[src/common/afd_pkg.sv]
package afd_pkg;
   localparam int unsigned AFD_WIDTH      = 8;
   localparam int unsigned AFD_RF_DEPTH   = 8;
   localparam int unsigned AFD_RF_AW      = 3;
   // Register map, word index times four
   localparam logic [3:0] AFD_OFF_SELECT  = 4'h0;
   localparam logic [3:0] AFD_OFF_DIN     = 4'h4;
   localparam logic [3:0] AFD_OFF_STATUS  = 4'h8;
   localparam logic [3:0] AFD_OFF_WR      = 4'hc;
   // Select word layout: op[3:0], dest[5:4], src[9:7], carry[10], pc_override[11], go[12]
   localparam int unsigned AFD_SEL_OP_LSB = 0;
   localparam int unsigned AFD_SEL_D_LSB  = 4;
   localparam int unsigned AFD_SEL_S_LSB  = 7;
   localparam int unsigned AFD_SEL_CIN    = 10;
   localparam int unsigned AFD_SEL_PCO    = 11;
   localparam int unsigned AFD_SEL_GO     = 12;
   localparam logic [1:0] AFD_D_RF_TO_RF  = 2'h0;
   localparam logic [1:0] AFD_D_RF_TO_WR  = 2'h1;
   localparam logic [1:0] AFD_D_RF_MIXED  = 2'h2;
   localparam logic [1:0] AFD_D_NON_RF    = 2'h3;
   localparam logic [2:0] AFD_RF_PC_IDX   = 3'h7;
   localparam logic [3:0] AFD_OP_CLEAR    = 4'h0;
   localparam logic [3:0] AFD_OP_BMINUSA  = 4'h1;
   localparam logic [3:0] AFD_OP_AMINUSB  = 4'h2;
   localparam logic [3:0] AFD_OP_APLUSB   = 4'h3;
   localparam logic [3:0] AFD_OP_BINC     = 4'h4;
   localparam logic [3:0] AFD_OP_BCPL     = 4'h5;
   localparam logic [3:0] AFD_OP_AINC     = 4'h6;
   localparam logic [3:0] AFD_OP_ACPL     = 4'h7;
   typedef enum logic [1:0] {AFD_A_DIP, AFD_A_RF} afd_asel_t;
   typedef enum logic [1:0] {AFD_B_DIP, AFD_B_WR, AFD_B_XWR} afd_bsel_t;
   typedef enum logic [2:0] {AFD_DST_DOP, AFD_DST_RF, AFD_DST_WR, AFD_DST_XWR} afd_dst_t;
   typedef enum logic [1:0] {AFD_ALU_FULL, AFD_ALU_LIMITED} afd_mode_t;
endpackage : afd_pkg

[src/common/afd_ctl_if.sv]
`timescale 1ns/10ps
interface afd_ctl_if
   import afd_pkg::*;
   #(parameter int unsigned WIDTH = AFD_WIDTH);
   logic [3:0]       op;
   logic             carry_in;
   logic [WIDTH-1:0] a;
   logic [WIDTH-1:0] b;
   logic [WIDTH-1:0] f;
   afd_asel_t        asel;
   afd_bsel_t        bsel;
   afd_dst_t         dst;
   logic             xwr_addr;
   logic             valid;
   modport dec (output asel, output bsel, output dst, output xwr_addr, output valid, input op);
   modport top (input asel, input bsel, input dst, input xwr_addr, input valid, output op,
                output carry_in, output a, output b, input f);
   modport alu (input op, input carry_in, input a, input b, output f);
endinterface : afd_ctl_if

[src/hdl/afd_alu.sv]
`timescale 1ns/10ps
module afd_alu
   import afd_pkg::*;
   (
   afd_ctl_if.alu c
   );
   localparam int unsigned W = $bits(c.a);
   wire logic [W-1:0] ones   = {W{1'b1}};
   wire logic [W-1:0] cin_w  = {{(W-1){1'b0}}, c.carry_in};
   wire logic [W-1:0] nota   = ~c.a;
   wire logic [W-1:0] notb   = ~c.b;
   logic      [W-1:0] f_comb;
   always_comb begin
      case (c.op)
         AFD_OP_CLEAR:   f_comb = c.carry_in ? '0 : ones;               // see [RULE9]
         AFD_OP_BMINUSA: f_comb = c.b + nota + cin_w;                   // see [RULE6]
         AFD_OP_AMINUSB: f_comb = c.a + notb + cin_w;                   // see [RULE5]
         AFD_OP_APLUSB:  f_comb = c.a + c.b + cin_w;                    // see [RULE7]
         AFD_OP_BINC:    f_comb = c.b + cin_w;                          // see [RULE8]
         AFD_OP_BCPL:    f_comb = notb + cin_w;                         // see [RULE8]
         AFD_OP_AINC:    f_comb = c.a + cin_w;                          // see [RULE8]
         AFD_OP_ACPL:    f_comb = nota + cin_w;                         // see [RULE8]
         4'h8:           f_comb = c.carry_in ? c.a : (c.a & notb);      // see [RULE2]
         4'h9:           f_comb = c.carry_in ? c.a : (c.a ^ c.b);
         4'ha:           f_comb = c.carry_in ? nota : ~(c.a ^ c.b);
         4'hb:           f_comb = c.carry_in ? nota : (nota & c.b);
         4'hc:           f_comb = c.carry_in ? c.b : (c.a & c.b);
         4'hd:           f_comb = c.a | c.b;
         4'he:           f_comb = c.carry_in ? nota : (nota | c.b);
         default:        f_comb = c.carry_in ? c.a : (c.a | c.b);
      endcase
   end
   assign c.f = f_comb;
endmodule : afd_alu

[src/hdl/afd_decode.sv]
`timescale 1ns/10ps
module afd_decode
   import afd_pkg::*;
   (
   input  wire logic [1:0] dest,
   input  wire logic [2:0] src,
   afd_ctl_if.dec          c
   );
   // Operand and destination choice by destination code, and by source code for non-register-file operations
   always_comb begin
      c.asel     = AFD_A_RF;
      c.bsel     = AFD_B_WR;
      c.dst      = AFD_DST_RF;
      c.xwr_addr = 1'b0;
      c.valid    = 1'b1;
      case (dest)
         AFD_D_RF_TO_RF: begin
            c.dst = AFD_DST_RF;                                          // see [RULE15]
         end
         AFD_D_RF_TO_WR: begin
            c.dst = AFD_DST_WR;
            c.xwr_addr = 1'b1;                                          // see [RULE14]
         end
         AFD_D_RF_MIXED: begin
            c.dst = AFD_DST_DOP;
         end
         AFD_D_NON_RF: begin
            c.asel = AFD_A_DIP;                                         // see [RULE16]
            case (src)
               3'h0: begin
                  c.dst = AFD_DST_DOP;
                  c.xwr_addr = 1'b1;
               end
               3'h1: begin
                  c.dst = AFD_DST_WR;                                   // see [RULE10]
                  c.xwr_addr = 1'b1;
               end
               3'h3: begin
                  c.bsel = AFD_B_XWR;
                  c.dst  = AFD_DST_WR;
               end
               3'h4: c.dst = AFD_DST_XWR;
               3'h6: begin
                  c.bsel = AFD_B_XWR;
                  c.dst  = AFD_DST_XWR;
               end
               3'h7: begin
                  c.bsel = AFD_B_XWR;
                  c.dst  = AFD_DST_DOP;
               end
               default: begin
                  c.dst   = AFD_DST_DOP;                                // see [RULE12]
                  c.valid = 1'b0;
               end
            endcase
         end
         default: c.valid = 1'b0;
      endcase
   end
endmodule : afd_decode

[src/hdl/afd_top.sv]
`timescale 1ns/10ps
// Summary of operation
// [RULE1] 4-bit function field picks one of 16 ALU functions, both carry levels.
// [RULE2] Eight arithmetic and eight Boolean functions apply to any operation.
// [RULE3] A from data input or register file; B from data input, WR or extended WR; the code never selects data input for B.
// [RULE4] Result goes to exactly one destination selected by destination/source fields; the code also loads data out on every operation.
// [RULE5] Code LLHL gives A minus B, minus one more when carry low.
// [RULE6] Code LLLH gives B minus A, minus one more when carry low.
// [RULE7] Addition gives A plus B, plus one when carry high.
// [RULE8] Copy, increment, one's and two's complement transfers by carry level.
// [RULE9] Code zero clears with carry high, presets with carry low.
// [RULE10] Destination HH, source LLH combines data input and working register.
// [RULE11] Controller supplies carry into least significant slice as function needs.
// [RULE12] Source field selects register location or extends the function field.
// [RULE13] Extended non-register operations limited to add, subtract or bypass; the code allows all 16 functions there.
// [RULE14] Marked operations put extended WR on address out; override selects PC.
// [RULE15] Destinations LL, LH, HL index register locations 0-7, 7 is PC.
// [RULE16] Destination HH neither reads nor writes the register file.
// [RULE17] Registers load on clock edge; data out shows result.
module afd_top
   import afd_pkg::*;
   #(
   parameter int unsigned WIDTH = AFD_WIDTH
   )
   (
   input  wire logic              clk,
   input  wire logic              rst_b,
   input  wire logic [3:0]        avs_address,
   input  wire logic              avs_read,
   input  wire logic              avs_write,
   input  wire logic [31:0]       avs_writedata,
   output logic      [31:0]       avs_readdata,
   output logic                   avs_waitrequest,
   output logic      [WIDTH-1:0]  data_out_port,
   output logic      [WIDTH-1:0]  address_out_port
   );
   afd_ctl_if #(.WIDTH(WIDTH)) ctl ();

   logic [WIDTH-1:0] reg_file_reg [AFD_RF_DEPTH];
   logic [WIDTH-1:0] working_reg;
   logic [WIDTH-1:0] extended_working_reg;
   logic [12:0]      select_reg;
   logic [WIDTH-1:0] data_in_port_reg;
   logic             ack_reg;
   logic             illegal_reg;

   wire logic [3:0]       function_select_field = select_reg[AFD_SEL_OP_LSB +: 4];
   wire logic [1:0]       dest_field            = select_reg[AFD_SEL_D_LSB +: 2];
   wire logic [2:0]       src_field             = select_reg[AFD_SEL_S_LSB +: 3];
   wire logic             alu_carry_in          = select_reg[AFD_SEL_CIN];   // see [RULE11]
   wire logic             program_counter_override = select_reg[AFD_SEL_PCO];
   wire logic             go                    = select_reg[AFD_SEL_GO];

   afd_decode u_dec (
      .dest (dest_field),
      .src  (src_field),
      .c    (ctl)
   );

   afd_alu u_alu (
      .c (ctl)
   );

   // Operand routing
   wire logic [WIDTH-1:0] rf_word = reg_file_reg[src_field];              // see [RULE15]
   assign ctl.op       = function_select_field;                           // see [RULE1]
   assign ctl.carry_in = alu_carry_in;
   assign ctl.a = (ctl.asel == AFD_A_RF) ? rf_word : data_in_port_reg;   // see [RULE3]
   assign ctl.b = (ctl.bsel == AFD_B_XWR) ? extended_working_reg :
                  (ctl.bsel == AFD_B_DIP) ? data_in_port_reg : working_reg;

   // Single destination enables
   wire logic do_op   = go && ctl.valid;
   wire logic rf_we   = do_op && (ctl.dst == AFD_DST_RF);                 // see [RULE4]
   wire logic wr_we   = do_op && (ctl.dst == AFD_DST_WR);
   wire logic xwr_we  = do_op && (ctl.dst == AFD_DST_XWR);

   // Address out source: the override wins, then the operation's mark
   wire logic [WIDTH-1:0] pc_word = reg_file_reg[AFD_RF_PC_IDX];
   logic      [WIDTH-1:0] addr_next;
   always_comb begin
      addr_next = working_reg;
      if (program_counter_override) begin
         addr_next = pc_word;                                             // see [RULE14]
      end else if (ctl.xwr_addr) begin
         addr_next = extended_working_reg;
      end
   end

   // Bus decode
   function automatic logic hit_offset(input logic [3:0] adr, input logic [3:0] off);
      return adr == off;
   endfunction : hit_offset

   // One answer cycle per request; writes land only while waitrequest is low
   wire logic bus_req     = avs_read || avs_write;
   wire logic take_req    = bus_req && !ack_reg;
   wire logic wr_accept   = avs_write && !avs_waitrequest;
   wire logic rd_take     = avs_read && !ack_reg;
   wire logic select_we   = wr_accept && hit_offset(avs_address, AFD_OFF_SELECT);
   wire logic din_we      = wr_accept && hit_offset(avs_address, AFD_OFF_DIN);
   wire logic status_clr  = wr_accept && hit_offset(avs_address, AFD_OFF_STATUS) && avs_writedata[0];
   wire logic illegal_set = go && !ctl.valid;
   wire logic [31:0] rd_mux =
      hit_offset(avs_address, AFD_OFF_SELECT) ? {19'h0, select_reg} :
      hit_offset(avs_address, AFD_OFF_DIN)    ? 32'(data_in_port_reg) :
      hit_offset(avs_address, AFD_OFF_STATUS) ? {31'h0, illegal_reg} :
      hit_offset(avs_address, AFD_OFF_WR)     ? 32'({extended_working_reg, working_reg}) : 32'h0;

   // Next values
   logic [12:0] select_next;
   always_comb begin
      select_next = select_reg;
      select_next[AFD_SEL_GO] = 1'b0;
      if (select_we) begin
         select_next = avs_writedata[12:0];
      end
   end

   // A new illegal code wins over a clear in the same cycle
   logic illegal_next;
   always_comb begin
      illegal_next = illegal_reg;
      if (illegal_set) begin
         illegal_next = 1'b1;                                              // see [RULE12]
      end else if (status_clr) begin
         illegal_next = 1'b0;
      end
   end

   wire logic [WIDTH-1:0] data_in_port_next     = din_we ? avs_writedata[WIDTH-1:0] : data_in_port_reg;
   wire logic [WIDTH-1:0] working_next          = wr_we ? ctl.f : working_reg;
   wire logic [WIDTH-1:0] extended_working_next = xwr_we ? ctl.f : extended_working_reg;
   wire logic [WIDTH-1:0] data_out_next         = do_op ? ctl.f : data_out_port;
   wire logic [31:0]      readdata_next         = rd_take ? rd_mux : avs_readdata;
   wire logic             ack_next              = take_req;
   wire logic             waitrequest_next      = !take_req;

   generate
      for (genvar i = 0; i < AFD_RF_DEPTH; i++) begin : g_rf
         wire logic rf_hit = rf_we && (src_field == 3'(i));
         always_ff @(posedge clk or negedge rst_b) begin
            if (!rst_b) begin
               reg_file_reg[i] <= '0;
            end else if (rf_hit) begin
               reg_file_reg[i] <= ctl.f;                                  // see [RULE17]
            end
         end
      end
   endgenerate

   always_ff @(posedge clk or negedge rst_b) begin
      if (!rst_b) begin
         working_reg <= '0;
      end else begin
         working_reg <= working_next;                                     // see [RULE17]
      end
   end

   always_ff @(posedge clk or negedge rst_b) begin
      if (!rst_b) begin
         extended_working_reg <= '0;
      end else begin
         extended_working_reg <= extended_working_next;                   // see [RULE13]
      end
   end

   always_ff @(posedge clk or negedge rst_b) begin
      if (!rst_b) begin
         select_reg <= '0;
      end else begin
         select_reg <= select_next;
      end
   end

   always_ff @(posedge clk or negedge rst_b) begin
      if (!rst_b) begin
         data_in_port_reg <= '0;
      end else begin
         data_in_port_reg <= data_in_port_next;
      end
   end

   always_ff @(posedge clk or negedge rst_b) begin
      if (!rst_b) begin
         illegal_reg <= 1'b0;
      end else begin
         illegal_reg <= illegal_next;
      end
   end

   always_ff @(posedge clk or negedge rst_b) begin
      if (!rst_b) begin
         ack_reg <= 1'b0;
      end else begin
         ack_reg <= ack_next;
      end
   end

   always_ff @(posedge clk or negedge rst_b) begin
      if (!rst_b) begin
         avs_readdata <= '0;
      end else begin
         avs_readdata <= readdata_next;
      end
   end

   always_ff @(posedge clk or negedge rst_b) begin
      if (!rst_b) begin
         data_out_port <= '0;
      end else begin
         data_out_port <= data_out_next;
      end
   end

   always_ff @(posedge clk or negedge rst_b) begin
      if (!rst_b) begin
         address_out_port <= '0;
      end else begin
         address_out_port <= addr_next;
      end
   end

   always_ff @(posedge clk or negedge rst_b) begin
      if (!rst_b) begin
         avs_waitrequest <= 1'b1;
      end else begin
         avs_waitrequest <= waitrequest_next;
      end
   end
endmodule : afd_top

[config.mk]
export PLATFORM = sky130hd
export DESIGN_NAME = afd_top
export DESIGN_NICKNAME = d
export VERILOG_FILES = /design/src/common/afd_pkg.sv /design/src/common/afd_ctl_if.sv /design/src/hdl/afd_alu.sv /design/src/hdl/afd_decode.sv /design/src/hdl/afd_top.sv
export SDC_FILE = /design/constraint.sdc
export NUM_CORES = 1
export LEC_CHECK = 0
export BUFFER_PORTS_ARGS = -buffer_cell sky130_fd_sc_hd__buf_2
export CORE_UTILIZATION = 40
export DETAILED_ROUTE_END_ITERATION = 8
export HOLD_SLACK_MARGIN = 0.03
export PLACE_DENSITY_LB_ADDON = 0.2
export SYNTH_ARGS = -nofsm -noshare
export SYNTH_HDL_FRONTEND = slang
export SYNTH_SLANG_ARGS = --single-unit
[constraint.sdc]
create_clock -name clk -period 4.9 [get_ports clk]
set_clock_uncertainty 0.15 [all_clocks]
set_input_delay 0.245 -clock clk [delete_from_list [all_inputs] [get_ports clk]]
set_output_delay 0.245 -clock clk [all_outputs]
set_load 0.01 [all_outputs]
==> impl_metrics.toml, run 1 <==
[status]
status = "complete, no violations"

[setup_path]
rr_endpoint = "reg_file_reg[39]$_DFFE_PN0P_"
critical_path_class = "flop to flop"
endpoint = "reg_file_reg[39]$_DFFE_PN0P_"
critical_path_arrival_ns = 4.85
cp_max_fo = 11
crit_path_start = "select_reg[7]$_DFFE_PN0P_"
worst_r2r_path_depth = 17
slowest_delay_ns = 0.55
slowest_stage = "mux4_2"
crit_top_cell = "buf_4"
path_cells = "buf_4, mux4_2, mux2i_2, nor2_1, a21oi_4, fa_1, inv_1, a221oi_1, a2111oi_0, buf_4, a21oi_1, mux2i_1, a211oi_1, a21oi_1, nor3_1, buf_4, a41oi_1"
crit_path_end_kind = "flop"
cp-start-kind = "flop"
r2r_start = "select_reg[7]$_DFFE_PN0P_"
r2r_slack_ns = 0.23
required_ns = 5.08

[global_route]
track_usage_pct = 26.5
overflow = 0
grt_pass1_wl_um = 48600
grt_max_degree = 77
grt_pass1_vias = 7994
grt_antenna_before_repair = 1

[synthesis]
synth_top_area_share_pct = 35.1
synth_edf_count = 0
yosys.cell_types.count = 75
synth_area_mm2 = 0.00963
ys_warn_count = 0
syn_area_per_cell_um2 = 9.28
yosys.area.top_type = "dfrtp_1"
synth.area.top_cells = "dfrtp_1, mux2_2, ha_1"
seq_area_frac_synth_pct = 35.3
ys_seq_elements = 136
syn_inst = 1038
async_flop_share_pct = 100
synthFlopType = "dfrtp_1"

[cts]
cts.sinks = 136
tritoncts = "done"
cts.clk_slew.worst_paths_ns = 0.07
clock_latency_ns = 0.43
htree_levels = 4
postCtsSetupRepairBufs = 0
cts_buffers = 17
cts_root_buf = "clkbuf_16"
cts_max_path_buffers = 2

[timing]
fin_crit_ns = 4.67
setup-violations-final = 0
tightest_slew_ns = 1.17
finalHoldViolCount = 0
fin_hold_ws_ns = 0.0911
max_freq_mhz = 214
relSlewSlack_pct = 21.9
period_share_pct = 95.4
rsz0062_at_grt = "false"
fin_tns_setup_ns = 0
drv_slew = 0

[power_and_ir_drop]
internal_power_mw = 2.79
pwr-share-seq_pct = 27.9
leakagePower_nw = 5.03
switchingPower_mw = 1.94
switching_share_pct = 41.0
power.density_mw_per_mm2 = 423
p_comb_share_pct = 43.3
ir_worst_vdd_mv = 0.201
p_clk_share_pct = 28.8

[cells_and_area]
largest_reg_flops = 56
finalNonFillerCells = 1442
fillers = 2271
stdcell_area_mm2 = 0.0112
layout-drive-gt1-share_pct = 23.0
fin_nets = 1197
multiInputGateArea_mm2 = 0.00573
register_area_mm2 = 0.00341
diodes = 0
area_delta_synth_final_pct = 16.1

[detailed_routing]
drc = 0
wl_um = 31900
drtIter0Drc = 908
vias = 8455
post_drt_via_cell_ratio = 5.86
wire_per_inst_um = 22.1
first_pass_iters = 5
antenna_left = 0

[die]
core_mm2 = 0.0235
die_w_um = 157
dieArea_mm2 = 0.0247
ios = 89
rows = 56
fp.dieH_um = 157
start_util_pct = 40.9

[place]
portBuffers = 53
place_inst = 1395
dpl-instance-area_mm2 = 0.0104
place_congestion = 0.983
hpwl_um = 23400

[hold_path]
hold_class = "primary input to flop"

[run]
drv_cap = 0
cells by family after synthesis:
logic type | share of synthesized area [%]
AOI/OAI and AO/OA | 19.2
adders and majority gates | 6.21
and+or+nand+nor | 14.6
buffers and inverters | 6.11
xor gates and xnor gates | 0.909
muxes | 17.6
other | 0.0389
DFF | 35.3
cell usage after synthesis, drive strengths merged, types with 24 or more instances:
cell / n
clkbuf: 54
inv: 36
mux2: 91
ha: 43
a21oi: 47
nor3: 24
o21ai: 71
dfrtp: 135
nand2: 104
mux2i: 43
nor2: 65
buf: 36
through the flow:
stage	worst slack [ns]	power [mW]	utilization [%]
after floorplan	0.156	2.61	-
after global placement	0.0537	3.31	44.1
after detailed placement	0.0939	3.32	44.1
after CTS	0.0629	4.70	47.3
after global routing	0.0232	4.96	47.5
final	0.226	4.72	47.5
power groups by stage:
| stage | Sequential [mW] | Combinational [mW] | Clock [mW] |
|---|---|---|---|
| after floorplan | 1.30 | 1.32 | 0 |
| after global placement | 1.33 | 1.98 | 0 |
| after detailed placement | 1.34 | 1.98 | 0 |
| after CTS | 1.32 | 2.00 | 1.38 |
| after global routing | 1.33 | 2.20 | 1.43 |
| final | 1.32 | 2.04 | 1.36 |
critical path: cells and delay by family (launching register included):
| family | cells | cell delay [ns] |
|---|---|---|
| mux | 3 | 1.20 |
| simple gates | 2 | 0.20 |
| compound gates | 7 | 1.74 |
| fa+ha+maj | 1 | 0.27 |
| buf+inv | 4 | 0.67 |
| flops | 1 | 0.32 |
final cells by class:
class / instances / area share, %
Multi-Input combinational cell: 789 / 51.3
Inverter: 38 / 1.28
Sequential cell: 136 / 30.5
Clock inverter: 14 / 1.66
Tap cell: 319 / 3.57
Timing Repair Buffer: 129 / 7.92
Clock buffer: 17 / 3.81
per-layer routing:
metal  routed length (um)  global-route usage (%)  vias to the layer above  share of wire, %
li1                     -                       -                     3917                 -
met1                14900                    37.9                     4211                47
met2                14500                    41.0                      284                46
met3                 1650                    3.47                       43               5.2
met4                  749                    9.02                        0               2.4
met5                    0                       0                        -                 0
worst min path at each step:
stage | cells after the start | slack, ns | start | endpoint
2_1_floorplan | 0 | -0.20 | rst_b | ack_reg$_DFF_PN0_
3_3_place_gp | 1 | 0.17 | rst_b | reg_file_reg[32]$_DFFE_PN0P_
3_5_place_dp | 1 | 0.17 | rst_b | reg_file_reg[32]$_DFFE_PN0P_
4_1_cts | 3 | 0.07 | avs_address[0] | avs_readdata[0]$_DFFE_PN0P_
5_1_grt | 3 | 0.09 | avs_address[0] | avs_readdata[0]$_DFFE_PN0P_
6_report | 3 | 0.09 | avs_address[0] | avs_readdata[0]$_DFFE_PN0P_
placed cells by master (no fill, tap or decap), types with 19 or more instances in the layout:
master   count
mux2i_1     40
buf_4       59
buf_2       52
nand2_1    104
inv_1       36
ha_1        43
mux2_2      85
a21oi_1     46
nor2_1      65
dfrtp_1    134
nand3_1     19
a22oi_1     22
o21ai_0     71
nor3_1      24
what timing repair did:
item                                    CTS  global route
gates resized for setup                   0             8
endpoints found under the hold margin    99             0
endpoints found under the setup margin    0            44
hold buffers                             16             0
Power figures use the tool's default switching activity.
==> run 2: changes to the inputs <==
- CORE_MARGIN: not set -> 1.5
- CORE_UTILIZATION: 40 -> 50
==> run 2 against run 1 <==
Worst setup slack worse by 0.060 ns. Non-clock buffer count rose by 6. Count of clock-buffer cells in the layout up 1. Fmax shrank 1.3%. Cell count fell by 5.4%.
==> impl_metrics.toml, run 2 (same netlist as run 1, synthesis figures left out) <==
[global_route]
grt_max_degree = 93
grt_antenna_before_repair = 0
track_usage_pct = 31.1
grt_pass1_wl_um = 47500
grt_pass1_vias = 8148
overflow = 0

[setup_path]
r2r_start = "select_reg[7]$_DFFE_PN0P_"
critical_path_arrival_ns = 4.88
rr_endpoint = "pc_word[5]$_DFFE_PN0P_"
worst_r2r_path_depth = 16
required_ns = 5.05
critical_path_class = "flop to flop"
r2r_slack_ns = 0.17
crit_path_end_kind = "flop"
cp-start-kind = "flop"
endpoint = "pc_word[5]$_DFFE_PN0P_"
crit_path_start = "select_reg[7]$_DFFE_PN0P_"
cp_max_fo = 11

[timing]
drv_slew = 0
setup-violations-final = 0
finalHoldViolCount = 0
fin_tns_setup_ns = 0
rsz0062_at_grt = "false"
fin_crit_ns = 4.73
max_freq_mhz = 211
period_share_pct = 96.6
tightest_slew_ns = 1.14
fin_hold_ws_ns = 0.0725
fin_ws_ns = 0.166
relSlewSlack_pct = 23.7

[detailed_routing]
antenna_left = 0
vias = 8641
first_pass_iters = 5
post_drt_via_cell_ratio = 6.34
wire_per_inst_um = 22.4
drtIter0Drc = 908
drc = 0
wl_um = 30600

[power_and_ir_drop]
ir_worst_vdd_mv = 0.283
leakagePower_nw = 5.08
power.density_mw_per_mm2 = 427

[status]
status = "complete, no violations"

[die]
ios = 89
fp.dieH_um = 142
dieArea_mm2 = 0.0201
start_util_pct = 51.3
die_w_um = 142
core_mm2 = 0.0188
rows = 50

[cts]
cts.clk_slew.worst_paths_ns = 0.06
postCtsSetupRepairBufs = 0
cts_buffers = 17
tritoncts = "done"
clock_latency_ns = 0.42
cts.sinks = 136
cts_max_path_buffers = 2
htree_levels = 4
cts_root_buf = "clkbuf_16"

[cells_and_area]
mostFrequentLayoutCells = "dfrtp_1, nand2_1, mux2_2"
diodes = 0
stdcell_area_mm2 = 0.0112
area_delta_synth_final_pct = 15.8
largest_reg_flops = 56
layout_commonest_cell = "dfrtp_1"
fin_nets = 1203
fin_util_pct = 59.4
layout-drive-gt1-share_pct = 23.5

[run]
drv_cap = 0

[place]
portBuffers = 53
hpwl_um = 22600
dpl-instance-area_mm2 = 0.0103
place_congestion = 0.971
dp_slack_ns = 0.0766

[hold_path]
hold_class = "primary input to flop"
run 2: changes by cell type in the layout (fill, tap and decap cells not counted), sizes merged:
cell	previous run	this run
buf	113	119
bufinv	3	4
clkbuf	17	18
clkinvlp	1	0
run 2: through the flow:
stage               instances  power [mW]
finish                   1364        4.77
global route             1364        4.99
CTS                      1364        4.73
detailed placement       1316        3.30
global placement         1316        3.30
floorplan                1053        2.61
run 2: how the worst min path moves through the flow:
stage | from | slack (ns) | cells past startpoint | to
2_1_floorplan | rst_b | -0.20 | 0 | ack_reg$_DFF_PN0_
3_3_place_gp | rst_b | 0.22 | 1 | ack_reg$_DFF_PN0_
3_5_place_dp | rst_b | 0.22 | 1 | ack_reg$_DFF_PN0_
4_1_cts | avs_address[0] | 0.06 | 3 | avs_readdata[0]$_DFFE_PN0P_
5_1_grt | avs_address[0] | 0.1 | 3 | avs_readdata[0]$_DFFE_PN0P_
6_report | avs_address[0] | 0.07 | 3 | avs_readdata[0]$_DFFE_PN0P_
run 2: critical path: stages, from the launching register on:
cell,delay [ns]
dfrtp_2,0.50
buf_12,0.18
mux4_2,0.52
mux2i_2,0.30
nor2_1,0.11
a21oi_2,0.16
buf_4,0.19
inv_1,0.11
fa_1,0.51
a311oi_1,0.28
a221oi_1,0.21
o211ai_1,0.23
a21oi_1,0.10
nor4_1,0.44
a31oi_1,0.14
buf_4,0.20
mux2_2,0.28
run 2: power by group:
part           internal (mW)  switching (mW)  total [mW]
sequential              1.22           0.119        1.33
combinational          0.775            1.26        2.03
clock                  0.880           0.521        1.40
run 2: repair_timing:
action / CTS / global route
gates resized for setup: 0 / 8
hold buffers: 16 / 0
setup endpoints to repair: 0 / 66
endpoints found under the hold margin: 114 / 0
run 2: routing by layer:
metal / GRT usage (%) / wire length (um) / vias to the layer above
met1: 43.1 / 13100 / 4261
met2: 50.3 / 14500 / 379
li1: - / - / 3940
met5: 0 / 0 / -
met4: 9.17 / 705 / 0
met3: 5.30 / 2240 / 61
run 2: cell type report:
type,count,area [um^2]
Clock buffer,18,439
Clock inverter,14,206
Fill cell,1633,7620
Inverter,38,143
Multi-Input combinational cell,789,5720
Sequential cell,136,3410
Tap cell,234,293
Timing Repair Buffer,135,943
==> run 3: changes to the inputs <==
- REMOVE_ABC_BUFFERS: not set -> 1
==> run 3 against run 2 <==
Sequential share of layout area is 0.20 points higher. Worst hold slack better by 0.0019 ns. Sequential power hardly changed. Largest cell class unchanged.
==> impl_metrics.toml, run 3 (same netlist as run 1, synthesis figures left out) <==
[cells_and_area]
layout_commonest_cell = "dfrtp_1"
diodes = 0
largest_reg_flops = 56
stdcell_area_mm2 = 0.0111
layout-drive-gt1-share_pct = 23.1
area_delta_synth_final_pct = 15.0
fin_nets = 1204
fillers = 1644
mostFrequentLayoutCells = "dfrtp_1, nand2_1, mux2_2"

[detailed_routing]
post_drt_via_cell_ratio = 6.35
antenna_left = 0
met2_length_um = 14400
wire_per_inst_um = 22.7
route.met3.wl_um = 2280
first_pass_iters = 5
drtIter0Drc = 759
vias = 8670
wl_um = 30900
maxUsedRoutingLayer = "met4"
met1Wirelength_um = 13500
drc = 0

[run]
drv_cap = 0

[die]
dieArea_mm2 = 0.0201
die_w_um = 142
ios = 89
fp.dieH_um = 142
core_mm2 = 0.0188
start_util_pct = 51.3
rows = 50

[setup_path]
cp_num_buf_inv = 4
path_cells = "buf_4, mux4_2, mux2i_1, buf_4, nor2_1, a21oi_1, ha_1, buf_4, a221oi_1, buf_4, nand3b_1, a31oi_1, xnor2_1, nand2_1, a41oi_1"
cp-start-kind = "flop"
slowest_delay_ns = 0.66
required_ns = 5.07
cp_max_fo = 11
critical_path_arrival_ns = 4.83
crit_path_end_kind = "flop"
slowest_stage = "a221oi_1"
critical_path_class = "flop to flop"
cp_top_family = "compound AO/OA/AOI/OAI gates"
r2r_slack_ns = 0.23
crit_top_cell = "buf_4"

[timing]
fin_crit_ns = 4.67
setup-violations-final = 0
rsz0062_at_grt = "false"
max_freq_mhz = 214
period_share_pct = 95.2
finalHoldViolCount = 0
drv_slew = 0
fin_hold_ws_ns = 0.0744
tightest_slew_ns = 1.19
relSlewSlack_pct = 19.4

[power_and_ir_drop]
power.density_mw_per_mm2 = 420
pwr-share-seq_pct = 28.3
internal_power_mw = 2.75
switchingPower_mw = 1.90
switching_share_pct = 40.8
p_clk_share_pct = 27.4
leakagePower_nw = 5.04
p_comb_share_pct = 44.3
ir_worst_vdd_mv = 0.348

[place]
dpl-instance-area_mm2 = 0.0103
hpwl_um = 22700
place_congestion = 0.975
portBuffers = 53

[global_route]
grt_max_degree = 88
overflow = 0
grt_pass1_vias = 8212
grt_antenna_before_repair = 1
track_usage_pct = 31.6
grt_pass1_wl_um = 48200

[status]
status = "complete, no violations"

[cts]
cts.sinks = 136
clock_latency_ns = 0.42
cts_root_buf = "clkbuf_16"
cts.clk_slew.worst_paths_ns = 0.06
cts_max_path_buffers = 2
htree_levels = 4
cts_buffers = 17
tritoncts = "done"

[hold_path]
hold_class = "primary input to flop"
run 3: area by class of cell:
class,count,area [um^2],share of cell area (%)
timing repair buffer,136,935,8.44
tap,234,293,2.64
inverter,38,143,1.29
sequential,136,3410,30.7
clock buffer,20,447,4.03
multi-input combinational,789,5710,51.6
clock inverter,12,143,1.29
run 3: worst paths after layout:
path                                                   start                           end  depth (start not counted)
worst max-delay path               select_reg[7]$_DFFE_PN0P_  reg_file_reg[15]$_DFFE_PN0P_                         15
worst min-delay path                          avs_address[0]   avs_readdata[0]$_DFFE_PN0P_                          3
worst max register to register     select_reg[7]$_DFFE_PN0P_  reg_file_reg[15]$_DFFE_PN0P_                         15
worst min register to register  avs_readdata[11]$_DFFE_PN0P_  avs_readdata[11]$_DFFE_PN0P_                          2
max in group asynchronous                              rst_b  reg_file_reg[52]$_DFFE_PN0P_                          3
min in group asynchronous                              rst_b     select_reg[0]$_DFFE_PN0P_                          2
run 3: per-layer routing:
| layer | vias up | GRT usage, % |
|---|---|---|
| met5 | - | 0 |
| met4 | 0 | 10.4 |
| met3 | 59 | 5.80 |
| met2 | 376 | 50.0 |
| met1 | 4297 | 43.9 |
| li1 | 3938 | - |
run 3: power by group through the flow:
stage          clock network [mW]  registers [mW]  logic, mW
2_1_floorplan                   0            1.39       1.12
3_3_place_gp                    0            1.33       1.99
3_5_place_dp                    0            1.33       1.99
4_1_cts                      1.29            1.31       2.01
5_1_grt                      1.33            1.33       2.20
6_report                     1.28            1.32       2.06
run 3: metrics by stage:
stage	setup WS, ns	util [%]	instances	TNS, ns	power (mW)
after floorplan	-1.14	-	963	-19.86	2.50
after global placement	0.239	54.9	1315	0	3.32
after detailed placement	0.200	54.9	1315	0	3.32
after CTS	0.152	58.9	1363	0	4.62
after global routing	0.0482	59.0	1365	0	4.86
final	0.233	59.0	1365	0	4.65
run 3: worst register-to-register path, stage by stage (launching register included):
cell,delay [ns]
dfrtp_2,0.50
buf_4,0.24
mux4_2,0.52
mux2i_1,0.14
buf_4,0.16
nor2_1,0.04
a21oi_1,0.17
ha_1,0.32
buf_4,0.21
a221oi_1,0.66
buf_4,0.25
nand3b_1,0.07
a31oi_1,0.21
xnor2_1,0.14
nand2_1,0.36
a41oi_1,0.41
run 3: timing repair:
action / 4_1_cts / 5_1_grt
hold buffers: 16 / 0
resized for setup: 0 / 3
endpoints found under the setup margin: 0 / 37
setup buffers: 0 / 2
hold endpoints to repair: 109 / 0
